===== src/shared/tas_pkg.sv =====
package tas_pkg;
    localparam int ADDR_W  = 8;
    localparam int DATA_W  = 16;
    localparam int SAMP_W  = 12;
    localparam int NCHAN   = 5;
    localparam int MAXSAMP = 7;
    localparam int DLY_W   = 24;

    localparam logic [7:0] ADDR_CMD     = 8'h00;
    localparam logic [7:0] ADDR_CFG     = 8'h01;
    localparam logic [7:0] ADDR_BIAS    = 8'h02;
    localparam logic [7:0] ADDR_REP     = 8'h03;
    localparam logic [7:0] ADDR_POLL    = 8'h04;
    localparam logic [7:0] ADDR_CHMASK  = 8'h05;
    localparam logic [7:0] ADDR_IRQMASK = 8'h06;
    localparam logic [7:0] ADDR_STATUS  = 8'h07;
    localparam logic [7:0] ADDR_IRQSRC  = 8'h08;
    localparam logic [7:0] ADDR_RANGE   = 8'h09;
    localparam logic [7:0] ADDR_RES0    = 8'h10;

    localparam logic [3:0] OP_HOST    = 4'h1;
    localparam logic [3:0] OP_WATCH   = 4'h2;
    localparam logic [3:0] OP_TRIG    = 4'h3;
    localparam logic [3:0] OP_SELECT  = 4'h4;
    localparam logic [3:0] OP_CONVERT = 4'h5;
    localparam logic [2:0] CHAN_SCAN  = 3'h7;

    localparam int CFG_FILT_LSB = 0;
    localparam int CFG_PULL_LSB = 2;
    localparam int CFG_FIVE_BIT = 4;
    localparam int IRQ_CONV     = 0;
    localparam int IRQ_REL      = 1;
    localparam int IRQ_PEN      = 2;
    localparam int ST_BUSY      = 0;
    localparam int ST_PEN       = 1;

    localparam logic [15:0] CFG_RST     = 16'h000C;
    localparam logic [15:0] BIAS_RST    = 16'h0000;
    localparam logic [15:0] REP_RST     = 16'h0000;
    localparam logic [15:0] POLL_RST    = 16'h0000;
    localparam logic [4:0]  CHMASK_RST  = 5'h03;
    localparam logic [2:0]  IRQMASK_RST = 3'h0;

    localparam int CLK_PERIOD_NS  = 10;
    localparam int SETTLE_UNIT_NS = 500;
    localparam logic [DLY_W-1:0] SETTLE_UNIT_CYC =
        DLY_W'((SETTLE_UNIT_NS + CLK_PERIOD_NS - 1) / CLK_PERIOD_NS);
    localparam int POLL_UNIT_US     = 1000;
    localparam int POLL_UNIT_CYC_DF = POLL_UNIT_US * 1000 / CLK_PERIOD_NS;
    localparam int PEN_BIAS_SHIFT   = 3;

    localparam logic [31:0] SCALE_NUM = 32'd4079;
    localparam logic [31:0] SCALE_DEN = 32'd4095;

    typedef enum logic [1:0] {MODE_HOST, MODE_WATCH, MODE_TRIG} tas_mode_t;
endpackage


===== src/logic/tas_touch_seq.sv =====
// Notes on behaviour
// - Pen detection biases for one eighth of the bias settle time.
// - Touch sets pen-down flag and interrupt source when enabled.
// - Release clears pen-down flag and sets release interrupt source.
// - Pull-up selectable among four values; host picks a large one.
// - Five-wire panels use same comparator pin, wiper grounded in detection.
// - Averaging order 0..3 takes 1, 3, 5 or 7 samples.
// - Order 0 passes sample; orders 1, 2 output scaled mean.
// - Order 3 sorts seven, averages middle three, scaled.
// - Repeat settle time waited between samples of one channel.
// - Reset leaves host-stepped mode with acquisition stopped.
// - Host-stepped mode only executes select and convert commands.
// - Convert biases channel, waits bias settle time, then converts.
// - Host-stepped convert checks pen first, never updates pen flag.
// - Channel-list scan converts each masked channel, unbiasing between.
// - Select keeps channel biased; a later convert of that channel skips pen detection.
// - Finish clears busy, interrupts unless pen check failed; line releases after results read.
// - Watch mode only detects pen, per tick while touched.
// - Watch mode skips ticks while interrupt line is low.
// - Triggered mode converts masked channels after each touch.
// - Triggered mode skips ticks until all results are read.
`timescale 1ns/10ps
module tas_touch_seq
    import tas_pkg::*;
#(
    parameter int POLL_UNIT_CYC = POLL_UNIT_CYC_DF
) (
    // Clock and reset.
    input  wire logic              clk,
    input  wire logic              reset_n,
    // Register port.
    input  wire logic [ADDR_W-1:0] reg_addr,
    input  wire logic [DATA_W-1:0] reg_wdata,
    input  wire logic              reg_wr,
    input  wire logic              reg_rd,
    output logic      [DATA_W-1:0] reg_rdata,
    // Panel drive and pen comparator.
    input  wire logic              pen_comp,
    output logic      [2:0]        bias_chan,
    output logic                   bias_en,
    output logic                   pen_det_en,
    output logic      [1:0]        pen_pullup_value,
    output logic                   wiper_gnd,
    // Converter.
    output logic                   adc_start,
    input  wire logic              adc_done,
    input  wire logic [SAMP_W-1:0] adc_data,
    // Host interrupt.
    output logic                   host_interrupt_n
);
    typedef enum logic [3:0] {
        S_IDLE, S_PEN_BIAS, S_PEN_EVAL, S_CH_BIAS, S_CONV_START,
        S_CONV_WAIT, S_REP_WAIT, S_CH_DONE, S_FINISH
    } tas_state_t;

    tas_state_t        st_q, st_d;
    tas_mode_t         mode_q;
    logic [15:0]       cfg_q, bias_q, rep_q, poll_q;
    logic [4:0]        chmask_q, todo_q, unread_q;
    logic [2:0]        irqmask_q, src_q, src_d;
    logic [5:0]        range_q;
    logic              cmd_pend_q, sel_q, pen_q, busy_q;
    logic [3:0]        cmd_op_q;
    logic [2:0]        cmd_ch_q, sel_ch_q, cur_ch_q, samp_cnt_q, bias_ch_q;
    logic              bias_en_q, pen_det_q, adc_start_q, irq_n_q;
    logic              comp_s1_q, comp_s2_q;
    logic [DLY_W-1:0]  timer_q, dwell_q, unit_cnt_q;
    logic [15:0]       poll_cnt_q;
    logic              poll_tick_q;
    logic [DATA_W-1:0] rdata_q;
    logic [SAMP_W-1:0] samp_q [MAXSAMP];
    logic [SAMP_W-1:0] res_q  [NCHAN];

    assign reg_rdata        = rdata_q;
    assign bias_chan        = bias_ch_q;
    assign bias_en          = bias_en_q;
    assign pen_det_en       = pen_det_q;
    assign pen_pullup_value = cfg_q[CFG_PULL_LSB+1:CFG_PULL_LSB];
    assign adc_start        = adc_start_q;
    assign host_interrupt_n = irq_n_q;

    // Register decode.
    wire       wr_cmd  = reg_wr && reg_addr == ADDR_CMD;
    wire [3:0] w_op    = reg_wdata[7:4];
    wire [2:0] w_ch    = reg_wdata[2:0];
    wire [7:0] res_off = reg_addr - ADDR_RES0;
    wire       rd_res  = reg_rd && reg_addr >= ADDR_RES0 && res_off < 8'(NCHAN);
    wire [2:0] res_idx = res_off[2:0];
    wire       rd_src  = reg_rd && reg_addr == ADDR_IRQSRC;
    wire       comp_s  = comp_s2_q;

    // Settle counts in clock cycles; code c means (c+1) half-microseconds.
    wire [DLY_W-1:0] bias_cyc = DLY_W'(({8'h00, bias_q} + 24'h000001) * SETTLE_UNIT_CYC);
    wire [DLY_W-1:0] rep_cyc  = DLY_W'(({8'h00, rep_q} + 24'h000001) * SETTLE_UNIT_CYC);
    wire [DLY_W-1:0] pen_cyc  = bias_cyc >> PEN_BIAS_SHIFT;
    wire             t_end    = timer_q == 24'h000001;

    // Filtering: rank every sample, keep the middle three for order 3.
    wire [1:0]  filt_ord = cfg_q[CFG_FILT_LSB+1:CFG_FILT_LSB];
    wire [2:0]  nsamp    = {filt_ord, 1'b1};
    logic [14:0] term [MAXSAMP];
    logic [14:0] sum_w;
    genvar gi;
    generate
        for (gi = 0; gi < MAXSAMP; gi++) begin : g_rank
            logic [2:0] rank;
            logic       keep;
            always_comb begin
                rank = 3'h0;
                for (int j = 0; j < MAXSAMP; j++) begin
                    if (j != gi && (samp_q[j] < samp_q[gi] ||
                        (samp_q[j] == samp_q[gi] && j < gi))) begin
                        rank = rank + 3'h1;
                    end
                end
            end
            assign keep = (filt_ord == 2'h3) ? (rank >= 3'h2 && rank <= 3'h4)
                                             : (3'(gi) < nsamp);
            assign term[gi] = keep ? {3'h0, samp_q[gi]} : 15'h0000;
        end
    endgenerate
    always_comb begin
        sum_w = 15'h0000;
        for (int k = 0; k < MAXSAMP; k++) begin
            sum_w = sum_w + term[k];
        end
    end
    wire [2:0]  div_n   = (filt_ord == 2'h3) ? 3'h3 : nsamp;
    wire [31:0] prod    = {17'h00000, sum_w} * SCALE_NUM;
    wire [31:0] den     = {29'h00000000, div_n} * SCALE_DEN;
    wire [31:0] quot    = prod / den;
    wire [SAMP_W-1:0] filt_w = (filt_ord == 2'h0) ? samp_q[0] : quot[SAMP_W-1:0];

    // Channel bookkeeping.
    wire [4:0] cur_bit   = 5'(5'h01 << cur_ch_q);
    wire [4:0] todo_left = todo_q & ~cur_bit;
    wire [4:0] todo_src  = (st_q == S_CH_DONE) ? todo_left : todo_q;
    logic [2:0] nxt_ch;
    always_comb begin
        nxt_ch = 3'h0;
        for (int i = NCHAN - 1; i >= 0; i--) begin
            if (todo_src[i]) begin
                nxt_ch = 3'(i);
            end
        end
    end
    wire [4:0] cmd_bits  = (cmd_ch_q == CHAN_SCAN) ? chmask_q :
                           (cmd_ch_q < 3'(NCHAN)) ? 5'(5'h01 << cmd_ch_q) : 5'h00;
    wire       host_go   = mode_q == MODE_HOST && cmd_pend_q;
    wire       is_sel    = cmd_op_q == OP_SELECT;
    wire       presel    = sel_q && cmd_ch_q == sel_ch_q;
    wire       watch_go  = mode_q == MODE_WATCH && irq_n_q && (!pen_q || poll_tick_q);
    wire       trig_go   = mode_q == MODE_TRIG && unread_q == 5'h00 &&
                           (!pen_q || poll_tick_q);
    wire       auto_mode = mode_q != MODE_HOST;
    wire       more_samp = samp_cnt_q != nsamp - 3'h1;

    always_comb begin
        st_d = st_q;
        unique case (st_q)
            S_IDLE: begin
                if (host_go && !is_sel) begin
                    st_d = presel ? S_CONV_START : S_PEN_BIAS;
                end else if (!host_go && (watch_go || trig_go)) begin
                    st_d = S_PEN_BIAS;
                end
            end
            S_PEN_BIAS:   if (t_end) st_d = S_PEN_EVAL;
            S_PEN_EVAL: begin
                if (mode_q == MODE_WATCH || !comp_s) begin
                    st_d = (mode_q == MODE_HOST) ? S_FINISH : S_IDLE;
                end else begin
                    st_d = (todo_q != 5'h00) ? S_CH_BIAS : S_FINISH;
                end
            end
            S_CH_BIAS:    if (t_end) st_d = S_CONV_START;
            S_CONV_START: st_d = S_CONV_WAIT;
            S_CONV_WAIT:  if (adc_done) st_d = more_samp ? S_REP_WAIT : S_CH_DONE;
            S_REP_WAIT:   if (t_end) st_d = S_CONV_START;
            S_CH_DONE:    st_d = (todo_left != 5'h00) ? S_CH_BIAS : S_FINISH;
            S_FINISH:     st_d = S_IDLE;
        endcase
    end

    // Interrupt sources: a set in the same cycle as its clear wins.
    wire       fin_data = st_q == S_FINISH && todo_q == 5'h00 && busy_q;
    wire       ev_pen   = st_q == S_PEN_EVAL && auto_mode && comp_s && !pen_q;
    wire       ev_rel   = st_q == S_PEN_EVAL && auto_mode && !comp_s && pen_q;
    wire [4:0] rd_bit   = rd_res ? 5'(5'h01 << res_idx) : 5'h00;
    wire [4:0] set_bit  = (st_q == S_CH_DONE) ? cur_bit : 5'h00;
    wire [4:0] unread_d = (unread_q & ~rd_bit) | set_bit;
    wire       conv_clr = rd_res && unread_d == 5'h00;
    assign src_d[IRQ_CONV] = fin_data || (src_q[IRQ_CONV] && !conv_clr);
    assign src_d[IRQ_PEN]  = ev_pen || (src_q[IRQ_PEN] && !rd_src);
    assign src_d[IRQ_REL]  = ev_rel || (src_q[IRQ_REL] && !rd_src);

    logic [DATA_W-1:0] rdata_w;
    always_comb begin
        rdata_w = 16'h0000;
        if (rd_res) begin
            rdata_w = {4'h0, res_q[res_idx]};
        end else begin
            unique case (reg_addr)
                ADDR_CFG:     rdata_w = cfg_q;
                ADDR_BIAS:    rdata_w = bias_q;
                ADDR_REP:     rdata_w = rep_q;
                ADDR_POLL:    rdata_w = poll_q;
                ADDR_CHMASK:  rdata_w = {11'h000, chmask_q};
                ADDR_IRQMASK: rdata_w = {13'h0000, irqmask_q};
                ADDR_STATUS:  rdata_w = {12'h000, mode_q, pen_q, busy_q};
                ADDR_IRQSRC:  rdata_w = {13'h0000, src_q};
                ADDR_RANGE:   rdata_w = {10'h000, range_q};
                default:      rdata_w = 16'h0000;
            endcase
        end
    end

    // Register file, command capture and poll timer.
    always_ff @(posedge clk or negedge reset_n) begin
        if (!reset_n) begin
            cfg_q      <= CFG_RST;
            bias_q     <= BIAS_RST;
            rep_q      <= REP_RST;
            poll_q     <= POLL_RST;
            chmask_q   <= CHMASK_RST;
            irqmask_q  <= IRQMASK_RST;
            range_q    <= 6'h00;
            mode_q     <= MODE_HOST;
            cmd_pend_q <= 1'b0;
            cmd_op_q   <= 4'h0;
            cmd_ch_q   <= 3'h0;
            rdata_q    <= 16'h0000;
            src_q      <= 3'h0;
            irq_n_q    <= 1'b1;
            unread_q   <= 5'h00;
            comp_s1_q  <= 1'b0;
            comp_s2_q  <= 1'b0;
            unit_cnt_q <= 24'h000000;
            poll_cnt_q <= 16'h0000;
            poll_tick_q <= 1'b0;
            dwell_q    <= 24'h000000;
        end else begin
            comp_s1_q <= pen_comp;
            comp_s2_q <= comp_s1_q;
            rdata_q   <= reg_rd ? rdata_w : 16'h0000;
            src_q     <= src_d;
            irq_n_q   <= ~|(src_d & irqmask_q);
            unread_q  <= unread_d;
            dwell_q   <= (st_d != st_q) ? 24'h000000 : dwell_q + 24'h000001;
            if (reg_wr) begin
                unique case (reg_addr)
                    ADDR_CFG:     cfg_q     <= reg_wdata;
                    ADDR_BIAS:    bias_q    <= reg_wdata;
                    ADDR_REP:     rep_q     <= reg_wdata;
                    ADDR_POLL:    poll_q    <= reg_wdata;
                    ADDR_CHMASK:  chmask_q  <= reg_wdata[4:0];
                    ADDR_IRQMASK: irqmask_q <= reg_wdata[2:0];
                    ADDR_RANGE:   range_q   <= reg_wdata[5:0];
                    default:      ;
                endcase
            end
            if (wr_cmd && w_op == OP_HOST)  mode_q <= MODE_HOST;
            if (wr_cmd && w_op == OP_WATCH) mode_q <= MODE_WATCH;
            if (wr_cmd && w_op == OP_TRIG)  mode_q <= MODE_TRIG;
            if (wr_cmd && (w_op == OP_SELECT || w_op == OP_CONVERT)) begin
                cmd_pend_q <= 1'b1;
                cmd_op_q   <= w_op;
                cmd_ch_q   <= w_ch;
            end else if (st_q == S_IDLE && host_go) begin
                cmd_pend_q <= 1'b0;
            end
            if (poll_q == 16'h0000 || unit_cnt_q == 24'(POLL_UNIT_CYC - 1)) begin
                unit_cnt_q <= 24'h000000;
            end else begin
                unit_cnt_q <= unit_cnt_q + 24'h000001;
            end
            poll_tick_q <= 1'b0;
            if (poll_q == 16'h0000) begin
                poll_cnt_q <= 16'h0000;
            end else if (unit_cnt_q == 24'(POLL_UNIT_CYC - 1)) begin
                if (poll_cnt_q >= poll_q - 16'h0001) begin
                    poll_cnt_q  <= 16'h0000;
                    poll_tick_q <= 1'b1;
                end else begin
                    poll_cnt_q <= poll_cnt_q + 16'h0001;
                end
            end
        end
    end

    // Acquisition sequencer.
    always_ff @(posedge clk or negedge reset_n) begin
        if (!reset_n) begin
            st_q        <= S_IDLE;
            pen_q       <= 1'b0;
            busy_q      <= 1'b0;
            sel_q       <= 1'b0;
            sel_ch_q    <= 3'h0;
            cur_ch_q    <= 3'h0;
            todo_q      <= 5'h00;
            samp_cnt_q  <= 3'h0;
            timer_q     <= 24'h000000;
            bias_en_q   <= 1'b0;
            bias_ch_q   <= 3'h0;
            pen_det_q   <= 1'b0;
            wiper_gnd   <= 1'b0;
            adc_start_q <= 1'b0;
            for (int i = 0; i < MAXSAMP; i++) samp_q[i] <= 12'h000;
            for (int i = 0; i < NCHAN; i++) res_q[i] <= 12'h000;
        end else begin
            st_q        <= st_d;
            adc_start_q <= st_d == S_CONV_START;
            wiper_gnd   <= pen_det_q && cfg_q[CFG_FIVE_BIT];
            if (timer_q != 24'h000000) timer_q <= timer_q - 24'h000001;
            unique case (st_q)
                S_IDLE: begin
                    if (host_go && is_sel) begin
                        if (cmd_ch_q < 3'(NCHAN)) begin
                            sel_q     <= 1'b1;
                            sel_ch_q  <= cmd_ch_q;
                            bias_en_q <= 1'b1;
                            bias_ch_q <= cmd_ch_q;
                        end
                    end else if (host_go) begin
                        busy_q     <= 1'b1;
                        sel_q      <= 1'b0;
                        samp_cnt_q <= 3'h0;
                        todo_q     <= presel ? 5'(5'h01 << sel_ch_q) : cmd_bits;
                        cur_ch_q   <= sel_ch_q;
                        if (!presel) begin
                            bias_en_q <= 1'b0;
                            pen_det_q <= 1'b1;
                            timer_q   <= pen_cyc;
                        end
                    end else if (watch_go || trig_go) begin
                        busy_q    <= trig_go;
                        todo_q    <= trig_go ? chmask_q : 5'h00;
                        pen_det_q <= 1'b1;
                        timer_q   <= pen_cyc;
                    end
                end
                S_PEN_EVAL: begin
                    pen_det_q <= 1'b0;
                    if (auto_mode) pen_q <= comp_s;
                    if (!comp_s || mode_q == MODE_WATCH) busy_q <= 1'b0;
                    cur_ch_q   <= nxt_ch;
                    samp_cnt_q <= 3'h0;
                    timer_q    <= bias_cyc + 24'h000001;
                end
                S_CH_BIAS: begin
                    bias_en_q <= 1'b1;
                    bias_ch_q <= cur_ch_q;
                end
                S_CONV_WAIT: begin
                    if (adc_done) begin
                        samp_q[samp_cnt_q] <= adc_data;
                        samp_cnt_q <= samp_cnt_q + 3'h1;
                        timer_q    <= rep_cyc;
                    end
                end
                S_CH_DONE: begin
                    res_q[cur_ch_q] <= filt_w;
                    todo_q     <= todo_left;
                    bias_en_q  <= 1'b0;
                    cur_ch_q   <= nxt_ch;
                    samp_cnt_q <= 3'h0;
                    timer_q    <= bias_cyc + 24'h000001;
                end
                S_FINISH: begin
                    busy_q    <= 1'b0;
                    bias_en_q <= 1'b0;
                end
                default: ;
            endcase
        end
    end

    a_pen_bias_len: assert property (@(posedge clk) disable iff (!reset_n)
        (st_q == S_PEN_BIAS && st_d != S_PEN_BIAS) |-> dwell_q == pen_cyc - 24'h000001)
        else $error("pen bias time wrong");
    a_pen_set_flag: assert property (@(posedge clk) disable iff (!reset_n)
        (st_q == S_PEN_EVAL && auto_mode && comp_s && !pen_q) |=> pen_q && src_q[IRQ_PEN])
        else $error("touch not flagged");
    a_pen_release: assert property (@(posedge clk) disable iff (!reset_n)
        (st_q == S_PEN_EVAL && auto_mode && !comp_s && pen_q) |=> !pen_q && src_q[IRQ_REL])
        else $error("release not flagged");
    a_samp_count: assert property (@(posedge clk) disable iff (!reset_n)
        st_q == S_CH_DONE |-> samp_cnt_q == nsamp)
        else $error("wrong sample count");
    a_rep_settle: assert property (@(posedge clk) disable iff (!reset_n)
        (st_q == S_REP_WAIT && st_d != S_REP_WAIT) |-> dwell_q == rep_cyc - 24'h000001)
        else $error("repeat settle wrong");
    a_bias_settle: assert property (@(posedge clk) disable iff (!reset_n)
        (st_q == S_CH_BIAS && st_d != S_CH_BIAS) |-> dwell_q == bias_cyc && bias_en_q)
        else $error("bias settle wrong");
    a_host_pen_hold: assert property (@(posedge clk) disable iff (!reset_n)
        (st_q == S_PEN_EVAL && mode_q == MODE_HOST) |=> $stable(pen_q))
        else $error("pen flag moved in host mode");
    a_scan_unbias: assert property (@(posedge clk) disable iff (!reset_n)
        st_q == S_CH_DONE |=> !bias_en_q)
        else $error("channel not unbiased");
    a_finish_irq: assert property (@(posedge clk) disable iff (!reset_n)
        (fin_data && irqmask_q[IRQ_CONV]) |=> !busy_q ##0 !host_interrupt_n)
        else $error("completion interrupt missing");
    a_watch_noconv: assert property (@(posedge clk) disable iff (!reset_n)
        (st_q == S_PEN_EVAL && mode_q == MODE_WATCH) |=> st_q == S_IDLE ##1 !adc_start_q)
        else $error("conversion in watch mode");
    a_watch_skip: assert property (@(posedge clk) disable iff (!reset_n)
        (st_q == S_IDLE && mode_q == MODE_WATCH && !host_interrupt_n) |=> st_q == S_IDLE)
        else $error("detection while line low");
    a_trig_skip: assert property (@(posedge clk) disable iff (!reset_n)
        (st_q == S_IDLE && mode_q == MODE_TRIG && unread_q != 5'h00) |=> st_q == S_IDLE)
        else $error("tick taken with unread results");
endmodule


===== config.mk =====
export PLATFORM = sky130hd
export DESIGN_NAME = tas_touch_seq
export DESIGN_NICKNAME = d
export VERILOG_FILES = /design/src/shared/tas_pkg.sv /design/src/logic/tas_touch_seq.sv
export SDC_FILE = /design/constraint.sdc
export NUM_CORES = 2
export LEC_CHECK = 0
export BUFFER_PORTS_ARGS = -buffer_cell sky130_fd_sc_hd__buf_2
export CAP_MARGIN = 0
export CORE_UTILIZATION = 25
export CTS_BUF_LIST = sky130_fd_sc_hd__clkbuf_4 sky130_fd_sc_hd__clkbuf_8 sky130_fd_sc_hd__clkbuf_16
export CTS_CLUSTER_SIZE = 24
export DETAILED_ROUTE_END_ITERATION = 10
export MAX_ROUTING_LAYER = met4
export SKIP_CTS_REPAIR_TIMING = 1
export SYNTH_ARGS = -nofsm -noshare
export SYNTH_HDL_FRONTEND = slang
export SYNTH_SLANG_ARGS = --single-unit
export TNS_END_PERCENT = 50

===== constraint.sdc =====
create_clock -name clk -period 100.3 [get_ports clk]
set_input_delay 20.06 -clock clk [delete_from_list [all_inputs] [get_ports clk]]
set_output_delay 20.06 -clock clk [all_outputs]
set_load 0.05 [all_outputs]

==> impl_metrics.ini <==
[finish]
fin_nets = 8095
multiInputGateArea_um2 = 45600
area_growth_pct = 10.1
final_common_cell = ha_1
drive_gt1_share_pct = 8.14
fill_cells = 24300
seqCellArea_um2 = 8820
most-common-layout-cells = ha_1, nand2_1, inv_1, nor2_1, a21oi_1

[floorplan]
std_cell_rows = 174
design.core.area_um2 = 225000
dieArea_um2 = 229000
dieWidth_um = 478
die_h_um = 478
ios = 68
start_util_pct = 25.2

[yosys]
avgSynthCellArea_um2 = 8.14
synth_compound_area_share_pct = 21.4
ys_types = 140
synth_edf_count = 0
ys_seq_elements = 352
ys.flop_type = dfrtp_1
synthSimpleGateAreaFrac_pct = 20.1
synth_xor_area_share_pct = 8.12
synth_top_family_by_area = adder cells
synth_largest_area_cell = ha_1
netlist.area_leader.share_pct = 17.3
synth_area_um2 = 56700
synthMuxAreaShare_pct = 6.52
synthTopCellsByArea = ha_1, dfrtp_1, fa_1, xnor2_1, mux2_2
synthAdderAreaFrac_pct = 23.0
async_reset_ff_share_pct = 100
yosysWarnings = 0
syn_inst = 6964
seq_area_frac_synth_pct = 15.5

[sta]
finClkSkew_ns = 0.0211
hold_viol_final = 0
rsz0062_at_grt = no
slew_violations = 0
fin_crit_sh_pct = 63.1
worst_pin_slew_ns = 1.36
tns_ns = 0
slew_headroom_pct = 8.57
setup_viol = 0
fmax_ghz = 0.0158
layout_min_cycle_time_ns = 63.25

[clocking]
cts_num_sinks = 352
cts_root_buf = clkbuf_16
clk_latency_ns = 0.59
cts_buffers = 38
clock_path_buffers = 3
clk_pin_slew_worst_paths_ns = 0.07
tritoncts = done
htree_levels = 2

[global_routing]
grt_util_all_layers_pct = 16.5
grt_pass1_wl_mm = 296
grt_pass1_vias = 51900
antenna_found_initial = 8
grt_max_degree = 117
grt_overflow = 0

[outcome]
violations = design-rule violations
outcome = complete, but fails checks

[place]
hpwl_mm = 153
gp_congestion = 0.955
port_buffers = 67

[route]
routed_wl_mm = 190
dr_total_vias = 53000
antenna_left = 0
drtIter0Drc = 4131
drt-pass1-iter-count = 11
post_drt_wl_per_cell_um = 18.7
vias_per_cell = 5.23
drc = 36

[setup_path]
worstSetupPathType = reg2reg
worst-path-max-fanout = 29
cp.arrival_ns = 63.66
required_ns = 100.71
crit_top_cell = ha_1
cp_slowest_stage_delay_ns = 0.92
cp-end-kind = flip-flop
cp_slowest_cell = nor3_2
start_kind = flip-flop
worstRegToRegCells = 246

[worst_hold_path]
holdPathStages = 0
hold_path_class = reg2reg

[flow_run]
maxCapViolations = 0
flip-flops by register name (all words and copies together) (netlist names), 4 cells and up:
| register | count |
|---|---|
| rep_q | 16 |
| res_q | 60 |
| st_q | 4 |
| poll_q | 16 |
| todo_q | 5 |
| poll_cnt_q | 16 |
| timer_q | 24 |
| unread_q | 5 |
| reg_rdata | 16 |
| samp_q | 84 |
| unit_cnt_q | 24 |
| range_q | 6 |
| bias_q | 16 |
| chmask_q | 5 |
| cfg_q | 16 |
| cmd_op_q | 4 |
Yosys cell counts, drive strengths merged (45+ instances only):
cell type	instances
mux2	225
or2	45
o21ai	370
a21o	228
nand2	576
nand2b	92
and3	70
nand3	178
a21oi	469
buf	49
clkbuf	141
xor2	201
nor2b	106
nor3	188
and2	95
ha	782
fa	164
xnor2	322
mux2i	84
nor4	71
o31ai	48
o211ai	51
a31oi	60
nor2	517
o21a	55
inv	569
o21bai	61
a211oi	77
nand4	137
dfrtp	347
area by class of cell:
class	count	share of cell area (%)
Timing Repair Buffer	111	1.10
Inverter	570	3.43
Sequential cell	352	14.1
Multi-Input combinational cell	6034	73.1
Clock inverter	22	0.509
Clock buffer	48	1.70
Tap cell	2992	6.00
Antenna cell	5	0.0200
stage by stage:
step / hold slack, ns / instance area [um^2] / std cells / worst slack [ns] / utilization (%)
after global placement: 0.344 / 61000 / 10100 / 38.92 / 27.1
after detailed placement: 0.352 / 61000 / 10100 / 37.80 / 27.1
after floorplan: 0.331 / 57400 / 7146 / 46.22 / -
final: 0.371 / 62400 / 10100 / 37.05 / 27.7
after CTS: 0.378 / 62400 / 10100 / 37.63 / 27.7
after global routing: 0.390 / 62400 / 10100 / 32.31 / 27.7
per-layer routing:
metal | vias to the layer above | wire, um | global-route usage (%)
met4 | 0 | 5180 | 3.91
met5 | - | 0 | -
met1 | 25700 | 88400 | 22.1
met3 | 278 | 9750 | 1.55
met2 | 1542 | 86500 | 26.6
li1 | 25400 | - | -
path summary, 6_finish.rpt:
path	from	end	slack (ns)
min	comp_s1_q	comp_s	0.37
max reg2reg	samp_q[77]	res_q[12]	37.05
min in group asynchronous	reset_n	bias_q[12]	19.48
min reg2reg	comp_s1_q	comp_s	0.37
max	samp_q[77]	res_q[12]	37.05
max in group asynchronous	reset_n	poll_q[1]	78.49
worst max-delay path: cells and delay by family, from the launching register on:
kind	cells	cell delay, ns
AND/OR/NAND/NOR	102	23.33
AO/OA/AOI/OAI	80	19.89
adder cells (fa/ha/maj)	32	11.84
multiplexers	10	3.28
XOR/XNOR	11	2.21
buffers and inverters	11	1.73
flip-flops	1	0.61
cells by family after synthesis:
group / after synthesis
AOI/OAI and AO/OA: 1809
and+or+nand+nor: 2251
xor gates and xnor gates: 523
muxes: 321
adders and majority gates: 946
other: 2
DFF: 352
buffers and inverters: 760
Power is left out: the tool's default activity adds up to more than one toggle a clock period on the data nets, which glitch-free logic cannot reach.
